$ cat src/common/smi_clock_stop_params.svh
// Offsets, field positions, reset values and timing counts of the power block.
`ifndef SMI_CLOCK_STOP_PARAMS_SVH
`define SMI_CLOCK_STOP_PARAMS_SVH
`define CFG_SMI_CONTROL     8'ha0
`define CFG_SMI_ENABLE      8'ha2
`define CFG_BREAK_ENABLE    8'ha4
`define CFG_SCALE_RUN       8'ha8
`define CFG_SCALE_STOP      8'ha9
`define CFG_SMI_CAUSE       8'haa
`define CFG_RESET_CONTROL   8'hac
`define CFG_HANDSHAKE       8'h6a
`define IO_APM_COMMAND      8'hb2
`define IO_APM_MAILBOX      8'hb3
`define CTL_GLOBAL_SMI      0
`define CTL_STOP_ENABLE     1
`define CTL_SCALE_ENABLE    2
`define SRC_EXTERNAL        0
`define SRC_APM             1
`define RC_HARD_RESET       2
`define RST_SMI_CONTROL     3'h0
`define RST_SMI_ENABLE      2'h0
`define RST_BREAK_ENABLE    8'h00
`define RST_SCALE_TIME      8'h00
`define CLK_MHZ             250
`define TICK_US             32
`define TICK_CYCLES         (`TICK_US * `CLK_MHZ)
`define HARD_RESET_US       1000
`define HARD_RESET_CYCLES   (`HARD_RESET_US * `CLK_MHZ)
`define PCI_CPU_GAP_US      1500
`define PCI_CPU_GAP_CYCLES  (`PCI_CPU_GAP_US * `CLK_MHZ)
`endif

$ cat src/common/smi_clock_stop_pkg.sv
// Types shared by the power management and reset block.
package smi_clock_stop_pkg;
  typedef struct packed {
    logic        wr;
    logic        rd;
    logic        ioSpace;
    logic        isaMaster;
    logic [7:0]  addr;
    logic [15:0] wdata;
  } acc_req_t;
  typedef struct packed {
    logic        rvalid;
    logic [15:0] rdata;
    logic        claim;
    logic        forward;
  } acc_resp_t;
  typedef enum {PWR_OFF, HARD_RST, PCI_GAP, RUN} rst_state_t;
endpackage

$ cat src/design/pin_sync3.sv
// Three flip-flop synchroniser that accepts a change once stages two and three agree.
`timescale 1ns/100ps
module pin_sync3 #(
  parameter int W = 1
) (
  input  wire logic         sys_clk,
  input  wire logic         rst_n,
  input  wire logic [W-1:0] pinIn,
  output logic      [W-1:0] syncOut
);
  logic [W-1:0] ff1;
  logic [W-1:0] ff2;
  logic [W-1:0] ff3;
  logic [W-1:0] next_syncOut;

  always_comb
  begin
    next_syncOut = syncOut;
    for (int i = 0; i < W; i++)
    begin
      if (ff2[i] == ff3[i])
        next_syncOut[i] = ff3[i];
    end
  end

  always_ff @(posedge sys_clk or negedge rst_n)
  begin
    if (!rst_n)
    begin
      ff1     <= '0;
      ff2     <= '0;
      ff3     <= '0;
      syncOut <= '0;
    end
    else
    begin
      ff1     <= pinIn;
      ff2     <= ff1;
      ff3     <= ff2;
      syncOut <= next_syncOut;
    end
  end
endmodule

$ cat src/design/smi_clock_stop_reset_control.sv
// SMI generation, CPU stop-clock control with clock scaling, and system reset sequencing.
`timescale 1ns/100ps
`include "smi_clock_stop_params.svh"

module smi_clock_stop_reset_control #(
  parameter int TICK_CYCLES  = `TICK_CYCLES,
  parameter int HARD_CYCLES  = `HARD_RESET_CYCLES,
  parameter int GAP_CYCLES   = `PCI_CPU_GAP_CYCLES,
  parameter bit APIC_MODE    = 1'b0
) (
  input  wire logic                          sys_clk,
  input  wire logic                          rst_n,
  input  wire smi_clock_stop_pkg::acc_req_t  accReq,
  output smi_clock_stop_pkg::acc_resp_t      accResp,
  input  wire logic                          externalSmiRequestN,
  input  wire logic [7:0]                    breakEvents,
  input  wire logic                          powerGoodIn,
  input  wire logic                          sysclkStrap,
  input  wire logic                          tcStrap,
  input  wire logic                          intrIn,
  input  wire logic                          nmiIn,
  input  wire logic                          ignoreNumericErrorIn,
  input  wire logic                          apicAcknowledgeIn,
  output logic                               systemMgmtIrqOutN,
  output logic                               cpuStopClockN,
  output logic                               cpuResetOut,
  output logic                               intrOut,
  output logic                               nmiOut,
  output logic                               ignoreNumericErrorN,
  output logic                               pciResetOutN,
  output logic                               isaResetDrive,
  output logic                               isaClkDivide4,
  output logic                               isaDmaMode
);
  import smi_clock_stop_pkg::*;

  logic [11:0] syncIn;
  logic        extActive;
  logic [7:0]  breakSync;
  logic        powerGood;
  logic        strapClk;
  logic        strapTc;
  logic        tick;

  pin_sync3 #(.W(12)) u_sync (
    .sys_clk (sys_clk),
    .rst_n   (rst_n),
    .pinIn   ({~externalSmiRequestN, breakEvents, powerGoodIn, sysclkStrap,
               tcStrap}),
    .syncOut (syncIn)
  );
  assign extActive = syncIn[11];
  assign breakSync = syncIn[10:3];
  assign powerGood = syncIn[2];
  assign strapClk  = syncIn[1];
  assign strapTc   = syncIn[0];

  tick_divider #(.PERIOD(TICK_CYCLES)) u_tick (
    .sys_clk (sys_clk),
    .rst_n   (rst_n),
    .tick    (tick)
  );

  function automatic logic apmHit(input acc_req_t r, input logic [7:0] off);
    return r.ioSpace && !r.isaMaster && (r.addr == off);
  endfunction

  function automatic logic cfgHit(input acc_req_t r, input logic [7:0] off);
    return !r.ioSpace && (r.addr == off);
  endfunction

  // Register state.
  logic [2:0]  smiControl;
  logic [1:0]  smiEnable;
  logic [1:0]  smiCause;
  logic [7:0]  breakEnable;
  logic [7:0]  scaleRun;
  logic [7:0]  scaleStop;
  logic [7:0]  apmCommand;
  logic [7:0]  apmMailbox;
  logic [7:0]  handshakeHigh;
  logic        stopSw;
  logic        scalePhaseStop;
  logic [7:0]  scaleCount;
  logic        hardReq;
  logic [2:0]  next_smiControl;
  logic [1:0]  next_smiEnable;
  logic [1:0]  next_smiCause;
  logic [7:0]  next_breakEnable;
  logic [7:0]  next_scaleRun;
  logic [7:0]  next_scaleStop;
  logic [7:0]  next_apmCommand;
  logic [7:0]  next_apmMailbox;
  logic [7:0]  next_handshakeHigh;
  logic        next_stopSw;
  logic        next_scalePhaseStop;
  logic [7:0]  next_scaleCount;
  logic        next_hardReq;
  acc_resp_t   next_accResp;
  logic        cmdWr;
  logic        cmdRd;
  logic        boxWr;
  logic        breakHit;
  logic        scaleOn;
  logic [7:0]  scaleLimit;

  always_comb
  begin
    cmdWr    = accReq.wr && apmHit(accReq, `IO_APM_COMMAND);
    cmdRd    = accReq.rd && apmHit(accReq, `IO_APM_COMMAND);
    boxWr    = accReq.wr && apmHit(accReq, `IO_APM_MAILBOX);
    breakHit = |(breakSync & breakEnable);
    scaleOn  = smiControl[`CTL_SCALE_ENABLE];
    next_smiControl    = smiControl;
    next_smiEnable     = smiEnable;
    next_breakEnable   = breakEnable;
    next_scaleRun      = scaleRun;
    next_scaleStop     = scaleStop;
    next_apmCommand    = apmCommand;
    next_apmMailbox    = apmMailbox;
    next_handshakeHigh = handshakeHigh;
    next_hardReq       = 1'b0;
    next_smiCause      = smiCause;
    next_stopSw        = stopSw;
    next_accResp       = '0;
    if (accReq.wr && !accReq.ioSpace)
    begin
      if (cfgHit(accReq, `CFG_SMI_CONTROL))
        next_smiControl = accReq.wdata[2:0];
      if (cfgHit(accReq, `CFG_SMI_ENABLE))
        next_smiEnable = accReq.wdata[1:0];
      if (cfgHit(accReq, `CFG_BREAK_ENABLE))
        next_breakEnable = accReq.wdata[7:0];
      if (cfgHit(accReq, `CFG_SCALE_RUN))
        next_scaleRun = accReq.wdata[7:0];
      if (cfgHit(accReq, `CFG_SCALE_STOP))
        next_scaleStop = accReq.wdata[7:0];
      if (cfgHit(accReq, `CFG_HANDSHAKE))
        next_handshakeHigh = accReq.wdata[15:8];
      if (cfgHit(accReq, `CFG_RESET_CONTROL))
        next_hardReq = accReq.wdata[`RC_HARD_RESET];
      // Cause bits clear by writing ones.
      if (cfgHit(accReq, `CFG_SMI_CAUSE))
        next_smiCause = smiCause & ~accReq.wdata[1:0];
    end
    if (boxWr)
      next_apmMailbox = accReq.wdata[7:0];
    if (cmdWr)
      next_apmCommand = accReq.wdata[7:0];
    // Cause bit set, winning over clear
    if (extActive && smiEnable[`SRC_EXTERNAL])
      next_smiCause[`SRC_EXTERNAL] = 1'b1;
    if (cmdWr)
      next_smiCause[`SRC_APM] = 1'b1;
    if (cmdRd && smiControl[`CTL_STOP_ENABLE])
      next_stopSw = 1'b1;
    if (stopSw && breakHit)
      next_stopSw = 1'b0;
    if (cmdWr || !next_smiControl[`CTL_STOP_ENABLE])
      next_stopSw = 1'b0;
    if ((accReq.wr || accReq.rd) && (apmHit(accReq, `IO_APM_COMMAND) ||
        apmHit(accReq, `IO_APM_MAILBOX)))
    begin
      next_accResp.claim   = 1'b1;
      next_accResp.forward = 1'b1;
    end
    if (accReq.rd)
    begin
      next_accResp.rvalid = 1'b1;
      if (apmHit(accReq, `IO_APM_COMMAND))
        next_accResp.rdata = {8'h00, apmCommand};
      else if (apmHit(accReq, `IO_APM_MAILBOX))
        next_accResp.rdata = {8'h00, apmMailbox};
      else if (cfgHit(accReq, `CFG_SMI_CONTROL))
        next_accResp.rdata = {13'h0000, smiControl};
      else if (cfgHit(accReq, `CFG_SMI_ENABLE))
        next_accResp.rdata = {14'h0000, smiEnable};
      else if (cfgHit(accReq, `CFG_SMI_CAUSE))
        next_accResp.rdata = {14'h0000, smiCause};
      else if (cfgHit(accReq, `CFG_BREAK_ENABLE))
        next_accResp.rdata = {8'h00, breakEnable};
      else if (cfgHit(accReq, `CFG_SCALE_RUN))
        next_accResp.rdata = {8'h00, scaleRun};
      else if (cfgHit(accReq, `CFG_SCALE_STOP))
        next_accResp.rdata = {8'h00, scaleStop};
      else if (cfgHit(accReq, `CFG_HANDSHAKE))
        next_accResp.rdata = {handshakeHigh, 6'h00, extActive, ~systemMgmtIrqOutN};
    end
  end

  always_comb
  begin
    scaleLimit          = scalePhaseStop ? scaleStop : scaleRun;
    next_scalePhaseStop = scalePhaseStop;
    next_scaleCount     = scaleCount;
    if (!scaleOn || breakHit)
    begin
      next_scalePhaseStop = 1'b0;
      next_scaleCount     = 8'h00;
    end
    else if (scaleCount >= scaleLimit)
    begin
      next_scalePhaseStop = ~scalePhaseStop;
      next_scaleCount     = 8'h00;
    end
    else if (tick)
      next_scaleCount = scaleCount + 8'h01;
  end

  always_ff @(posedge sys_clk or negedge rst_n)
  begin
    if (!rst_n)
    begin
      smiControl     <= `RST_SMI_CONTROL;
      smiEnable      <= `RST_SMI_ENABLE;
      smiCause       <= 2'h0;
      breakEnable    <= `RST_BREAK_ENABLE;
      scaleRun       <= `RST_SCALE_TIME;
      scaleStop      <= `RST_SCALE_TIME;
      apmCommand     <= 8'h00;
      apmMailbox     <= 8'h00;
      handshakeHigh  <= 8'h00;
      hardReq        <= 1'b0;
      stopSw         <= 1'b0;
      scalePhaseStop <= 1'b0;
      scaleCount     <= 8'h00;
      accResp        <= '0;
    end
    else
    begin
      smiControl     <= next_smiControl;
      smiEnable      <= next_smiEnable;
      smiCause       <= next_smiCause;
      breakEnable    <= next_breakEnable;
      scaleRun       <= next_scaleRun;
      scaleStop      <= next_scaleStop;
      apmCommand     <= next_apmCommand;
      apmMailbox     <= next_apmMailbox;
      handshakeHigh  <= next_handshakeHigh;
      hardReq        <= next_hardReq;
      stopSw         <= next_stopSw;
      scalePhaseStop <= next_scalePhaseStop;
      scaleCount     <= next_scaleCount;
      accResp        <= next_accResp;
    end
  end

  // Reset sequencer and pin drive.
  rst_state_t  state;
  rst_state_t  next_state;
  logic [19:0] rstCount;
  logic [19:0] next_rstCount;
  logic        next_isaClkDivide4;
  logic        next_isaDmaMode;
  logic        smiWanted;
  logic        pciRstAct;

  always_comb
  begin
    next_state         = state;
    next_rstCount      = rstCount + 20'h00001;
    next_isaClkDivide4 = isaClkDivide4;
    next_isaDmaMode    = isaDmaMode;
    case (state)
      PWR_OFF:
      begin
        next_rstCount = 20'h00000;
        if (powerGood)
          next_state = HARD_RST;
      end
      HARD_RST:
      begin
        next_isaClkDivide4 = ~strapClk;
        next_isaDmaMode    = strapTc;
        if (rstCount >= 20'(HARD_CYCLES - 1))
        begin
          next_state    = PCI_GAP;
          next_rstCount = 20'h00000;
        end
      end
      PCI_GAP:
      begin
        if (rstCount >= 20'(GAP_CYCLES - 1))
          next_state = RUN;
      end
      RUN:
        next_rstCount = 20'h00000;
      default:
        next_state = PWR_OFF;
    endcase
    if (hardReq && state != PWR_OFF)
    begin
      next_state    = HARD_RST;
      next_rstCount = 20'h00000;
    end
    if (!powerGood)
      next_state = PWR_OFF;
    smiWanted = smiControl[`CTL_GLOBAL_SMI] && |(smiCause & (smiEnable | 2'b10));
    pciRstAct = (state == PWR_OFF) || (state == HARD_RST);
  end

  always_ff @(posedge sys_clk or negedge rst_n)
  begin
    if (!rst_n)
    begin
      state               <= PWR_OFF;
      rstCount            <= 20'h00000;
      isaClkDivide4       <= 1'b0;
      isaDmaMode          <= 1'b0;
      systemMgmtIrqOutN   <= 1'b0;
      cpuStopClockN       <= 1'b0;
      cpuResetOut         <= 1'b0;
      intrOut             <= 1'b0;
      nmiOut              <= 1'b0;
      ignoreNumericErrorN <= 1'b0;
      pciResetOutN        <= 1'b0;
      isaResetDrive       <= 1'b1;
    end
    else
    begin
      state         <= next_state;
      rstCount      <= next_rstCount;
      isaClkDivide4 <= next_isaClkDivide4;
      isaDmaMode    <= next_isaDmaMode;
      isaResetDrive <= pciRstAct;
      pciResetOutN  <= APIC_MODE ? apicAcknowledgeIn : ~pciRstAct;
      if (state == PWR_OFF)
      begin
        systemMgmtIrqOutN   <= 1'b0;
        cpuStopClockN       <= 1'b0;
        cpuResetOut         <= 1'b0;
        intrOut             <= 1'b0;
        nmiOut              <= 1'b0;
        ignoreNumericErrorN <= 1'b0;
      end
      else
      begin
        systemMgmtIrqOutN   <= ~smiWanted;
        cpuStopClockN       <= ~(stopSw || (scaleOn && scalePhaseStop));
        cpuResetOut         <= (state != RUN);
        intrOut             <= intrIn;
        nmiOut              <= nmiIn;
        ignoreNumericErrorN <= ~ignoreNumericErrorIn;
      end
    end
  end
endmodule

$ cat src/design/tick_divider.sv
// Divider that gives a one-cycle enable pulse every PERIOD clock cycles.
`timescale 1ns/100ps
module tick_divider #(
  parameter int PERIOD = 8000
) (
  input  wire logic sys_clk,
  input  wire logic rst_n,
  output logic      tick
);
  logic [15:0] count;
  logic [15:0] next_count;
  logic        next_tick;

  always_comb
  begin
    next_tick  = 1'b0;
    next_count = count + 16'h0001;
    if (count >= 16'(PERIOD - 1))
    begin
      next_count = 16'h0000;
      next_tick  = 1'b1;
    end
  end

  always_ff @(posedge sys_clk or negedge rst_n)
  begin
    if (!rst_n)
    begin
      count <= 16'h0000;
      tick  <= 1'b0;
    end
    else
    begin
      count <= next_count;
      tick  <= next_tick;
    end
  end
endmodule

$ cat config.mk
export PLATFORM = sky130hd
export DESIGN_NAME = smi_clock_stop_reset_control
export DESIGN_NICKNAME = d
export VERILOG_FILES = /design/src/common/smi_clock_stop_pkg.sv /design/src/design/pin_sync3.sv /design/src/design/smi_clock_stop_reset_control.sv /design/src/design/tick_divider.sv
export VERILOG_INCLUDE_DIRS = /design/src /design/src/common
export SDC_FILE = /design/constraint.sdc
export NUM_CORES = 1
export LEC_CHECK = 0
export CAP_MARGIN = 20
export CORE_ASPECT_RATIO = 0.7
export CORE_MARGIN = 2
export CORE_UTILIZATION = 50
export CTS_BUF_LIST = sky130_fd_sc_hd__clkbuf_8 sky130_fd_sc_hd__clkbuf_16
export CTS_CLUSTER_SIZE = 20
export DETAILED_ROUTE_END_ITERATION = 10
export DONT_BUFFER_PORTS = 1
export PLACE_DENSITY = 0.62
export SETUP_SLACK_MARGIN = 0.05
export SYNTH_ARGS = -nofsm -noshare
export SYNTH_HDL_FRONTEND = slang
export SYNTH_SLANG_ARGS = --single-unit
$ cat constraint.sdc
create_clock -name sys_clk -period 5.5 [get_ports sys_clk]
set_input_delay 0.55 -clock sys_clk [delete_from_list [all_inputs] [get_ports sys_clk]]
set_output_delay 0.55 -clock sys_clk [all_outputs]
set_load 0.05 [all_outputs]
* Yosys cells after proc, flatten, opt, wreduce, memory -nomap -nowiden
Cells that the tools add are included.
** Storage, ports and cells
- Register bits :: 212
- Input bits :: 46
- Output and inout bits :: 29
- Logic and storage cells :: 195
** Cells by class
- $add $sub $neg :: 3
- Magnitude comparators :: 4
- Eq/ne operators :: 30
- Multiplexer cells :: 44
- Bitwise operators :: 12
- Reduce and logical (&&, ||, !) cells :: 54
** Operators by type and width (number)
- two-way mux 16 bit :: 10
- two-way mux 32 bit :: 4
- one-hot mux 32 bit (4 select lines) :: 1
- equality test 32 x 2 -> 1 bit, second input constant :: 3
- equality test 8 bit, second input constant :: 9
- logical NOT 32 bit :: 2
- two-way mux 20 bit :: 2
- one-hot mux 20 bit (2 select lines) :: 1
- equality test 32 x 1 -> 1 bit, second input constant :: 1
- two-way mux 8 bit :: 4
- != test 32 x 3 -> 1 bit, second input constant :: 1
- nonzero test 32 bit :: 1
- logical AND 1 bit :: 22
- adder 20 x 1 -> 20 bit, second input constant :: 1
- greater-or-equal comparator 20 x 18 -> 1 bit, second input constant :: 1
- greater-or-equal comparator 20 x 19 -> 1 bit, second input constant :: 1
- two-way mux 17 bit :: 1
- adder 16 x 1 -> 16 bit, second input constant :: 1
- greater-or-equal comparator 16 x 13 -> 1 bit, second input constant :: 1
- two-way mux 1 bit :: 16
- AND reduction 2 bit :: 8
- equality test 1 bit :: 12
- two-way mux 2 bit :: 5
- nonzero test 2 bit :: 5
- other kinds (15) :: 34

* Logic depth before layout (Yosys ltp)
Gate-level depths: netlist (run 1).
- Depth in word-level cells :: 12
- Gate-level depth with buffers :: 8
- Gate-level depth less buffers :: 7

* By module
A second synthesis (run 1) with hierarchy kept.
** Unflattened totals
- Cells, all modules :: 607
- Area total of the unflattened synthesis :: 7608.5 sq um
** By module, submodules not included
- smi_clock_stop_reset_control :: times used 1, cells an instance 481, area an instance 5555.3 sq um, seq. area each 2904.0 sq um
- pin_sync3 :: times used 1, cells an instance 60, area an instance 1336.3 sq um, seq. area each 1201.2 sq um
- tick_divider :: times used 1, cells an instance 66, area an instance 716.9 sq um, seq. area each 425.4 sq um

* Least setup slack after synthesis (run 1)
No wires, ideal clock.
- Path kind :: flip-flop to flip-flop
- Start point :: reg scalePhaseStop
- End point :: reg scaleCount[0]
- Arrival time :: 2327 ps
- Data required time :: 5348 ps
- Setup slack :: 3021 ps
- Stages on the path, launching flop included :: 9
- Path through :: dfrtp_1 clkbuf_1 mux2_2 ha_1 nand2b_1 a21o_1 a211oi_1 o311ai_1 nor2_1
** On the way
- Longest elaborated chain between the ends :: 4
** Ends and longest elaborated chain
- start, declared :: RTL line smi_clock_stop_reset_control.sv:83 : logic scalePhaseStop;
- start signal, assigned :: RTL line smi_clock_stop_reset_control.sv:242 : scalePhaseStop <= next_scalePhaseStop;
- two-way mux 8 bit (*) :: RTL line smi_clock_stop_reset_control.sv:193 : scaleLimit = scalePhaseStop ? scaleStop : scaleRun;
- greater-or-equal comparator 8 bit (*) :: RTL line smi_clock_stop_reset_control.sv:201 : else if (scaleCount >= scaleLimit)
- two-way mux 8 bit :: RTL line smi_clock_stop_reset_control.sv:201
- two-way mux 8 bit :: RTL line smi_clock_stop_reset_control.sv:196 : if (!scaleOn || breakHit)
- end signal, assigned :: RTL line smi_clock_stop_reset_control.sv:243 : scaleCount <= next_scaleCount;
- end, declared :: RTL line smi_clock_stop_reset_control.sv:84 : logic [7:0] scaleCount;
Mark *: on every way between the ends. The rest lies on a longest branch, timed or not.
A chain may end at the register's enable or synchronous reset.

* Worst setup path after layout (run 1)
- Start point :: reg scalePhaseStop
- End point :: reg scaleCount[3]
The elaborated chain is that of the path after synthesis.

==> impl_metrics.env, run 1 <==
export IMPL_status="finished, final reports clean"
export IMPL_track_usage_pct=20.5
export IMPL_antenna_found_initial=0
export IMPL_area_growth_pct=10.5
export IMPL_place_ws_ns=2.76
export IMPL_rrSetupSlack_ns=2.75
export IMPL_min_path_cells=0
export IMPL_dieArea_um2=16200
export IMPL_switching_share_pct=29.0
export IMPL_num_vias=4653
export IMPL_design_area_um2=8410
export IMPL_gr_usage_met2_pct=29.7
export IMPL_top_usage_layer="met1"
export IMPL_crit_path_end_kind="flop"
export IMPL_holdWs_ns=0.136
export IMPL_use_met3_pct=5.89
export IMPL_slew_headroom_pct=32.5
export IMPL_die_w_um=152
export IMPL_tritoncts="yes"
export IMPL_grt_pass1_wl_mm=25.2
export IMPL_critPathLaunchType="flop"
export IMPL_fin_ws_ns=2.75
export IMPL_syn_area_per_cell_um2=12.4
export IMPL_comb_power_share_pct=8.9
export IMPL_drc=0
export IMPL_clkTransAtPathRegs_ns=0.07
export IMPL_use_met1_pct=29.7
export IMPL_synthDistinctLibCells=63
export IMPL_die_y_um=107
export IMPL_synth_edf_count=0
export IMPL_regToRegEndpoint="scaleCount[3]$_DFFE_PN0P_"
export IMPL_ant_nets=0
export IMPL_placed_area_um2=7800
export IMPL_cts_buffers=17
export IMPL_cts_buffer_depth=2
export IMPL_power_total_mw=3.05
export IMPL_ys_seq_area_share_pct=59.5
export IMPL_cts_num_sinks=181
export IMPL_initialDrtViolationCount=259
export IMPL_crit_type="reg -> reg"
export IMPL_worstPathMaxFanout=11
export IMPL_post_route_period_util_pct=50.0
export IMPL_rsz0062_at_grt="false"
export IMPL_p_switching_mw=0.884
export IMPL_p_per_area_nw_per_um2=363
export IMPL_num_io_pins=75
export IMPL_whs_endpoint="u_sync.ff1[5]$_DFF_PN0_"
export IMPL_io_buffers=0
export IMPL_p_clk_share_pct=39.2
export IMPL_syn_area_um2=7610
export IMPL_arrival_ns=3.03
export IMPL_r2r_start="scalePhaseStop$_DFFE_PN0P_"
export IMPL_min_from="breakEvents[2]"
export IMPL_synthArstFlopShare_pct=100
export IMPL_cts_max_level=4
export IMPL_start_util_pct=51.4
export IMPL_antenna_cells=0
export IMPL_finalClockSkew_ns=0.00740
export IMPL_finalSetupTns_ns=0
export IMPL_maxSlewViolCount=0
export IMPL_hold_violations=0
export IMPL_root_buffer="clkbuf_16"
export IMPL_cts_setup_buffers=0
export IMPL_first_pass_iters=4
export IMPL_via_per_inst=5.61
export IMPL_final_nets=684
export IMPL_wl_mm=15.1
export IMPL_synth_seq_cells=181
export IMPL_setup_violations=0
export IMPL_hp_class="in -> reg"
export IMPL_hpwl_mm=10.4
export IMPL_max_freq_ghz=0.364
export IMPL_gp_congestion=0.782
export IMPL_fin_crit_ns=2.75
export IMPL_syn_instance_count=614
export IMPL_maxCapViolations=0
export IMPL_peakVddDrop_mv=0.220
export IMPL_max_slew_worst_pin_slew_ns=0.997
export IMPL_power_leakage_nw=3.82
export IMPL_gr_total_overflow=0
export IMPL_yosysWarnings=0
export IMPL_grt_max_degree=182
export IMPL_coreArea_um2=14800
export IMPL_grt_pass1_vias=4753
export IMPL_p_int_mw=2.17
export IMPL_r2r_cells=7
export IMPL_routedWlPerCell_um=18.2
export IMPL_clk_latency_ns=0.44
export IMPL_rows=37
export IMPL_drive_gt1_share_pct=15.9
export IMPL_crit_required_ns=5.78
export IMPL_synthFlopType="dfrtp_1"
export IMPL_p_seq_share_pct=51.9
==> kinds of logic (layout without fill, tap and decap cells) <==
logic type	count (synthesis)	in the layout	share of synthesized area, %
simple gates	195	195	13.6
flops	181	181	59.5
mux	76	76	10.9
compound gates	66	66	5.98
xor+xnor	35	35	4.03
buf+inv	32	50	1.76
fa+ha+maj	28	28	4.21
other cells	1	3	0.0492
==> cell type report <==
type	instances	area (um2)
fillers	1259	6400
flip-flops and latches	181	4530
repair buffers	2	35.0
clock buffers	18	439
well taps	195	244
inverters	17	63.8
clock inverters	13	141
multi-input cells	403	2960
==> cell usage after synthesis, types with 14 or more instances <==
cell / number / area [um2]
a21oi_1: 16 / 80.1
dfrtp_1: 180 / 4500
ha_1: 16 / 200
inv_1: 17 / 63.8
mux2_2: 57 / 642
mux2i_1: 19 / 190
nand2_1: 38 / 143
nand3_1: 16 / 80.1
nor2_1: 60 / 225
nor3_1: 14 / 70.1
xnor2_1: 18 / 158
xor2_1: 17 / 149
==> stage by stage <==
step                      util (%)  instances
after floorplan                  -        616
after global placement        52.7        797
after detailed placement      52.7        797
after CTS                     56.8        829
after global routing          56.8        829
final                         56.8        829
==> layer usage <==
metal	share of wire, %	up-vias	wire length (um)
li1	-	2165	-
met1	48	2371	7260
met2	45	102	6810
met4	1.1	0	171
met3	5.4	15	820
met5	0	-	0
==> how the worst max path moves through the flow <==
stage                     slack [ns]  depth (start not counted)                  startpoint                         to
after floorplan                 3.02                          8  scalePhaseStop$_DFFE_PN0P_  scaleCount[0]$_DFFE_PN0P_
after CTS                       2.73                          7  scalePhaseStop$_DFFE_PN0P_  scaleCount[3]$_DFFE_PN0P_
after detailed placement        2.76                          7  scalePhaseStop$_DFFE_PN0P_  scaleCount[3]$_DFFE_PN0P_
after global routing            2.55                          7  scalePhaseStop$_DFFE_PN0P_  scaleCount[0]$_DFFE_PN0P_
final                           2.75                          7  scalePhaseStop$_DFFE_PN0P_  scaleCount[3]$_DFFE_PN0P_
after global placement          2.82                          7  scalePhaseStop$_DFFE_PN0P_  scaleCount[1]$_DFFE_PN0P_
==> worst max-delay path, cell delays in order, from the launching register on <==
cell and delay (ns):
dfrtp_1 0.68, mux2_2 0.40, ha_1 0.26, nand2b_1 0.09, a21o_1 0.11, a211oi_1 0.08, o311ai_1 0.86, nor2_1 0.12
==> state kept, by name (all words and copies together), names as in the netlist, 3 cells and up <==
| name | count |
|---|---|
| accResp | 18 |
| apmCommand | 8 |
| apmMailbox | 8 |
| breakEnable | 8 |
| handshakeHigh | 8 |
| rstCount | 20 |
| scaleCount | 8 |
| scaleRun | 8 |
| scaleStop | 8 |
| smiControl | 3 |
| u_sync.ff1 | 12 |
| u_sync.ff2 | 12 |
| u_sync.ff3 | 12 |
| u_sync.syncOut | 12 |
| u_tick.count | 16 |
==> repair_timing <==
action / CTS / global route
gates resized for setup: 0 / 0
endpoints found under the hold margin: 181 / 0
hold buffers: 1 / 0
==> placed cells by master, fill, tap and decap left out, types with 3 or more instances in the layout <==
cell type	Yosys	routed
a21oi_1	16	16
inv_1	17	18
o211ai_1	4	4
conb_1	1	3
nand3_1	16	16
and2_1	10	10
and3_1	9	9
a211oi_1	3	3
o21ai_0	10	9
a22oi_1	6	6
maj3_1	12	12
clkbuf_16	0	17
inv_6	0	6
nand4_1	9	9
a22o_1	3	3
nor2b_1	5	5
nor2_1	60	60
mux2_2	57	57
mux2i_1	19	19
o32ai_1	5	5
ha_1	16	16
xnor2_1	18	18
nand2_1	38	38
nand4b_1	3	3
nand2b_1	7	7
nor3_1	14	14
xor2_1	17	17
dfrtp_1	180	180
nor4_1	3	3
a21o_1	5	5
==> power by group through the flow <==
stage	combinational (mW)	sequential, mW	clock, mW
2_1_floorplan	0.192	1.59	0
3_3_place_gp	0.236	1.61	0
3_5_place_dp	0.244	1.61	0
4_1_cts	0.275	1.58	1.22
5_1_grt	0.305	1.60	1.28
6_report	0.272	1.58	1.19
Power figures use the tool's default switching activity.
==> run 2: changes to the inputs <==
Clock period 5.5 ns to 2.53 ns, I/O delays scaled along.
==> impl_metrics.env, run 2 (synthesis gave the netlist of run 1 again) <==
export IMPL_status="complete, but fails checks"
export IMPL_failed_checks="negative hold slack"
export IMPL_arrival_ns=2.56
export IMPL_grt_pass1_wl_mm=25.8
export IMPL_slowest_stage="dfrtp_1"
export IMPL_num_vias=4723
export IMPL_maxCapViolations=0
export IMPL_gp_congestion=0.781
export IMPL_io_buffers=0
export IMPL_coreArea_um2=14800
export IMPL_rows=37
export IMPL_ant_nets=0
export IMPL_via_per_inst=5.44
export IMPL_area_growth_pct=15.2
export IMPL_power_leakage_nw=3.97
export IMPL_crit_buf_inv=2
export IMPL_final_nets=722
export IMPL_mostFrequentLayoutCell="dfrtp_1"
export IMPL_peakVddDrop_mv=0.519
export IMPL_final_core_util_pct=59.2
export IMPL_drive_gt1_share_pct=15.6
export IMPL_die_w_um=152
export IMPL_grt_pass1_vias=4885
export IMPL_max_freq_ghz=0.454
export IMPL_drc=0
export IMPL_num_io_pins=75
export IMPL_antenna_found_initial=1
export IMPL_cts_buffer_depth=2
export IMPL_setup_violations=0
export IMPL_fillers=1219
export IMPL_first_pass_iters=4
export IMPL_crit_family="simple AND/OR/NAND/NOR gates"
export IMPL_cts_num_sinks=181
export IMPL_clkTransAtPathRegs_ns=0.07
export IMPL_holdBufCountCts=36
export IMPL_p_per_area_nw_per_um2=751
export IMPL_fin_crit_ns=2.20
export IMPL_clk_latency_ns=0.43
export IMPL_die_y_um=107
export IMPL_cts_max_level=4
export IMPL_cts_buffers=17
export IMPL_rsz0062_at_grt="false"
export IMPL_critPathLaunchType="flop"
export IMPL_gr_total_overflow=0
export IMPL_max_slew_worst_pin_slew_ns=0.888
export IMPL_max_stage_delay_ns=0.44
export IMPL_root_buffer="clkbuf_16"
export IMPL_wl_mm=15.3
export IMPL_finalClockSkew_ns=0.00977
export IMPL_routedWlPerCell_um=17.6
export IMPL_crit_required_ns=2.88
export IMPL_hold_violations=181
export IMPL_crit_path_end_kind="flop"
export IMPL_reg_top3="rstCount: 20 flops, accResp: 18 flops, u_tick.count: 16 flops"
export IMPL_worstPathMaxFanout=20
export IMPL_post_route_period_util_pct=87.1
export IMPL_hp_class="in -> async"
export IMPL_hpwl_mm=10.3
export IMPL_crit_type="reg -> reg"
export IMPL_track_usage_pct=20.9
export IMPL_final_cell_mix="dfrtp_1 (180), nor2_1 (60), mux2_2 (57)"
export IMPL_largest_reg_flops=20
export IMPL_maxSlewViolCount=0
export IMPL_top_register="rstCount"
export IMPL_slew_headroom_pct=40.9
export IMPL_power_total_mw=6.59
export IMPL_holdWs_ns=-0.480
export IMPL_initialDrtViolationCount=256
export IMPL_tritoncts="yes"
export IMPL_finalSetupTns_ns=0
export IMPL_crit_chain="inv_1 > ha_1 > nor3b_1 > nand4b_1 > o21ai_0 > o21ai_1 > buf_4 > nor2_1"
export IMPL_grt_max_degree=182
export IMPL_antenna_cells=0
export IMPL_start_util_pct=51.4
export IMPL_dieArea_um2=16200
==> run 2: changes by cell type in the layout (fill, tap and decap cells not counted), moves of 2 or more <==
cell / before / now
buf_4: 1 / 4
clkinvlp_4: 1 / 3
dlygate4sd3_1: 0 / 36
inv_6: 6 / 3
inv_8: 2 / 4
==> run 2: what timing repair did <==
item	4_1_cts	5_1_grt
buffers inserted	0	0
endpoints found under the hold margin	256	181
gates resized for setup	0	1
endpoints found under the setup margin	0	8
==> run 2: worst register-to-register path: stages (launching register included) <==
cell	delay (ns)
dfrtp_1	0.44
inv_1	0.10
ha_1	0.31
nor3b_1	0.29
nand4b_1	0.11
o21ai_0	0.41
o21ai_1	0.11
buf_4	0.22
nor2_1	0.13
==> run 2: final timing paths <==
| check | startpoint | endpoint | slack (ns) | cells past startpoint |
|---|---|---|---|---|
| min in group sys_clk | accReq[19] | accResp[4]$_DFF_PN0_ | 0.03 | 2 |
| max reg2reg | state[1]$_DFFE_PN0P_ | rstCount[17]$_DFF_PN0_ | 0.33 | 8 |
| min reg2reg | u_sync.ff1[5]$_DFF_PN0_ | u_sync.ff2[5]$_DFF_PN0_ | 0.35 | 0 |
| max in group asynchronous | rst_n | accResp[1]$_DFF_PN0_ | 2.64 | 0 |
| min | rst_n | scaleCount[5]$_DFFE_PN0P_ | -0.48 | 0 |
| max | state[1]$_DFFE_PN0P_ | rstCount[17]$_DFF_PN0_ | 0.33 | 8 |
==> run 2: metal layers <==
metal,track usage (%),part of all wire (%),vias up
li1,-,-,2260
met1,30.4,49,2337
met2,30.7,45,102
met3,5.76,5.0,22
met4,6.22,1.4,2
met5,0,0.078,-
==> run 2: per-stage QoR <==
step	area, um2	worst slack (ns)	hold slack [ns]	std cells
finish	8770	0.327	-0.480	868
CTS	8760	0.146	-0.496	868
global placement	7830	0.240	-0.0339	800
detailed placement	7830	0.152	-0.0335	800
global route	8770	0.159	-0.501	868
floorplan	7620	0.0515	-0.0426	616
==> run 2: area by class of cell <==
type / count / area, um2 / share of cell area [%]
Timing Repair Buffer: 40 / 390 / 4.45
Clock buffer: 18 / 439 / 5.01
Clock inverter: 14 / 139 / 1.58
Inverter: 17 / 63.8 / 0.727
Tap cell: 195 / 244 / 2.78
Multi-Input combinational cell: 403 / 2970 / 33.8
Sequential cell: 181 / 4530 / 51.6
==> run 2: power by group <==
part	total (mW)	leakage, nW	switching [mW]	internal [mW]
clock network	2.55	0.278	1.21	1.33
registers	3.44	2.38	0.371	3.07
logic	0.599	1.31	0.340	0.258
total	6.59	3.97	1.92	4.66
==> run 3: changes to the inputs <==
Settings changed: RECOVER_POWER set to 25, SYNTH_HIERARCHICAL set to 1.
==> impl_metrics.env, run 3 <==
export IMPL_status="complete, but fails checks"
export IMPL_failed_checks="negative hold slack"
export IMPL_syn_instance_count=607
export IMPL_drc=0
export IMPL_slew_headroom_pct=42.6
export IMPL_maxSlewViolCount=0
export IMPL_antenna_cells=0
export IMPL_yosysTopAreaCellShare_pct=59.2
export IMPL_gr_total_overflow=0
export IMPL_syn_area_per_cell_um2=12.5
export IMPL_cts_setup_buffers=0
export IMPL_setup_violations=0
export IMPL_clkTransAtPathRegs_ns=0.07
export IMPL_rrSetupSlack_ns=0.26
export IMPL_multi_input_area_um2=2930
export IMPL_initialDrtViolationCount=295
export IMPL_peakVddDrop_mv=0.450
export IMPL_gp_congestion=0.809
export IMPL_cts_buffer_depth=2
export IMPL_critPathLaunchType="flop"
export IMPL_track_usage_pct=19.5
export IMPL_use_met3_pct=5.87
export IMPL_coreArea_um2=14800
export IMPL_yosysMostFrequentCell="dfrtp_1"
export IMPL_dieArea_um2=16200
export IMPL_start_util_pct=51.5
export IMPL_synthFlopType="dfrtp_1"
export IMPL_max_slew_worst_pin_slew_ns=0.862
export IMPL_seq_area_um2=4530
export IMPL_fillers=1148
export IMPL_crit_type="reg -> reg"
export IMPL_p_per_area_nw_per_um2=759
export IMPL_grt_max_degree=182
export IMPL_post_route_period_util_pct=89.7
export IMPL_hold_violations=181
export IMPL_synthArstFlopShare_pct=100
export IMPL_top_usage_layer="met1"
export IMPL_crit_required_ns=2.90
export IMPL_ant_nets=0
export IMPL_synthDistinctLibCells=60
export IMPL_holdBufCountCts=35
export IMPL_max_freq_ghz=0.440
export IMPL_cts_num_sinks=181
export IMPL_holdWs_ns=-0.488
export IMPL_tritoncts="yes"
export IMPL_synth_area_leader_cell="dfrtp_1"
export IMPL_hpwl_mm=9.90
export IMPL_power_leakage_nw=4.05
export IMPL_grt_pass1_wl_mm=24.2
export IMPL_cts_resized=0
export IMPL_first_pass_iters=5
export IMPL_area_growth_pct=15.5
export IMPL_finalClockSkew_ns=0.0121
export IMPL_die_w_um=151
export IMPL_use_met1_pct=29.3
export IMPL_maxCapViolations=0
export IMPL_yosysWarnings=6
export IMPL_drive_gt1_share_pct=18.7
export IMPL_crit_path_end_kind="flop"
export IMPL_gr_usage_met2_pct=27.1
export IMPL_rows=37
export IMPL_routedWlPerCell_um=17.0
export IMPL_final_cell_mix="dfrtp_1 (180), nor2_1 (52), mux2_2 (45)"
export IMPL_cts_buffers=17
export IMPL_rsz0062_at_grt="false"
export IMPL_synth_seq_cells=181
export IMPL_arrival_ns=2.65
export IMPL_die_y_um=107
export IMPL_cts_max_level=4
export IMPL_power_total_mw=6.67
export IMPL_largest_reg_flops=20
export IMPL_io_buffers=0
export IMPL_r2r_cells=9
export IMPL_placed_area_um2=7830
export IMPL_synth_edf_count=0
export IMPL_wl_mm=14.7
export IMPL_mostFrequentLayoutCell="dfrtp_1"
export IMPL_reg_top3="rstCount: 20 flops, accResp: 18 flops, u_tick/count: 16 flops"
export IMPL_worstPathMaxFanout=8
export IMPL_design_area_um2=8790
export IMPL_syn_area_um2=7610
export IMPL_num_vias=4711
export IMPL_synthTopCellsByArea="dfrtp_1 (59%), mux2_2 (6.7%), ha_1 (2.6%), nor2_1 (2.6%), xor2_1 (2.3%)"
export IMPL_finalSetupTns_ns=0
export IMPL_fin_crit_ns=2.27
export IMPL_final_nets=716
export IMPL_top_register="rstCount"
export IMPL_ys_seq_area_share_pct=59.5
export IMPL_hp_class="in -> async"
export IMPL_synth_commonest_cells="dfrtp_1 (180), nor2_1 (52), mux2_2 (45)"
export IMPL_num_io_pins=75
export IMPL_clk_latency_ns=0.45
export IMPL_root_buffer="clkbuf_16"
export IMPL_antenna_found_initial=0
export IMPL_grt_pass1_vias=4714
export IMPL_via_per_inst=5.47
run 3: cell count changes in the layout (fill, tap and decap cells not counted), moves of 9 or more:
cell / delta
mux2_2: -12
and2_1: -9
maj3_1: -12
nand2_1: -10
and3_1: +14
maj3_2: +12
o21ai_0: +17
mux2_4: +9
run 3: cells by family after synthesis:
logic type      share of synthesized area [%]
flops                                    59.5
fa+ha+maj                                4.41
mux                                      10.4
compound gates                           6.59
xor+xnor                                 4.03
buf+inv                                  1.99
simple gates                             13.0
other cells                            0.0493
run 3: where the power goes:
part           switching [mW]  leakage, nW  internal (mW)
Sequential              0.336         2.37           3.07
Clock                    1.29        0.293           1.34
Combinational           0.356         1.39          0.268
Total                    1.99         4.05           4.68
run 3: worst max-delay path: stages (launching register included):
cell	delay, ns
dfrtp_1	0.39
buf_4	0.21
mux2i_1	0.22
ha_1	0.27
a21oi_1	0.13
o21ai_0	0.13
a31oi_1	0.19
o21ai_0	0.14
or2_2	0.38
nor2_1	0.13
run 3: final timing paths:
path,start,to
worst min-delay path,rst_n,u_tick/count[4]$_DFF_PN0_
worst max register to register,scalePhaseStop$_DFFE_PN0P_,scaleCount[1]$_DFFE_PN0P_
worst max-delay path,scalePhaseStop$_DFFE_PN0P_,scaleCount[1]$_DFFE_PN0P_
worst min register to register,u_sync/ff1[11]$_DFF_PN0_,u_sync/ff2[11]$_DFF_PN0_
min in group sys_clk,accReq[16],accResp[6]$_DFF_PN0_
max in group asynchronous,rst_n,isaResetDrive$_DFF_PN1_
run 3: layout make-up:
class	count	share of cell area [%]
inverter	14	0.598
timing repair buffer	44	4.76
multi-input combinational	396	33.4
tap	195	2.78
clock inverter	15	2.08
sequential	181	51.6
clock buffer	17	4.84
run 3: stage by stage:
stage          std cells  setup WS (ns)  hold WS, ns  util, %
2_1_floorplan        609          0.127      -0.0426        -
3_3_place_gp         795          0.367      -0.0328     53.0
3_5_place_dp         795          0.253      -0.0342     53.0
4_1_cts              862          0.236       -0.514     59.5
5_1_grt              862         0.0802       -0.514     59.5
6_report             862          0.259       -0.488     59.5
run 3: metal layers:
metal | wire (um) | up-vias | part of all wire (%)
met2 | 6270 | 118 | 43
met3 | 806 | 23 | 5.5
met4 | 240 | 0 | 1.6
met5 | 0 | - | 0
met1 | 7340 | 2341 | 50
li1 | - | 2229 | -
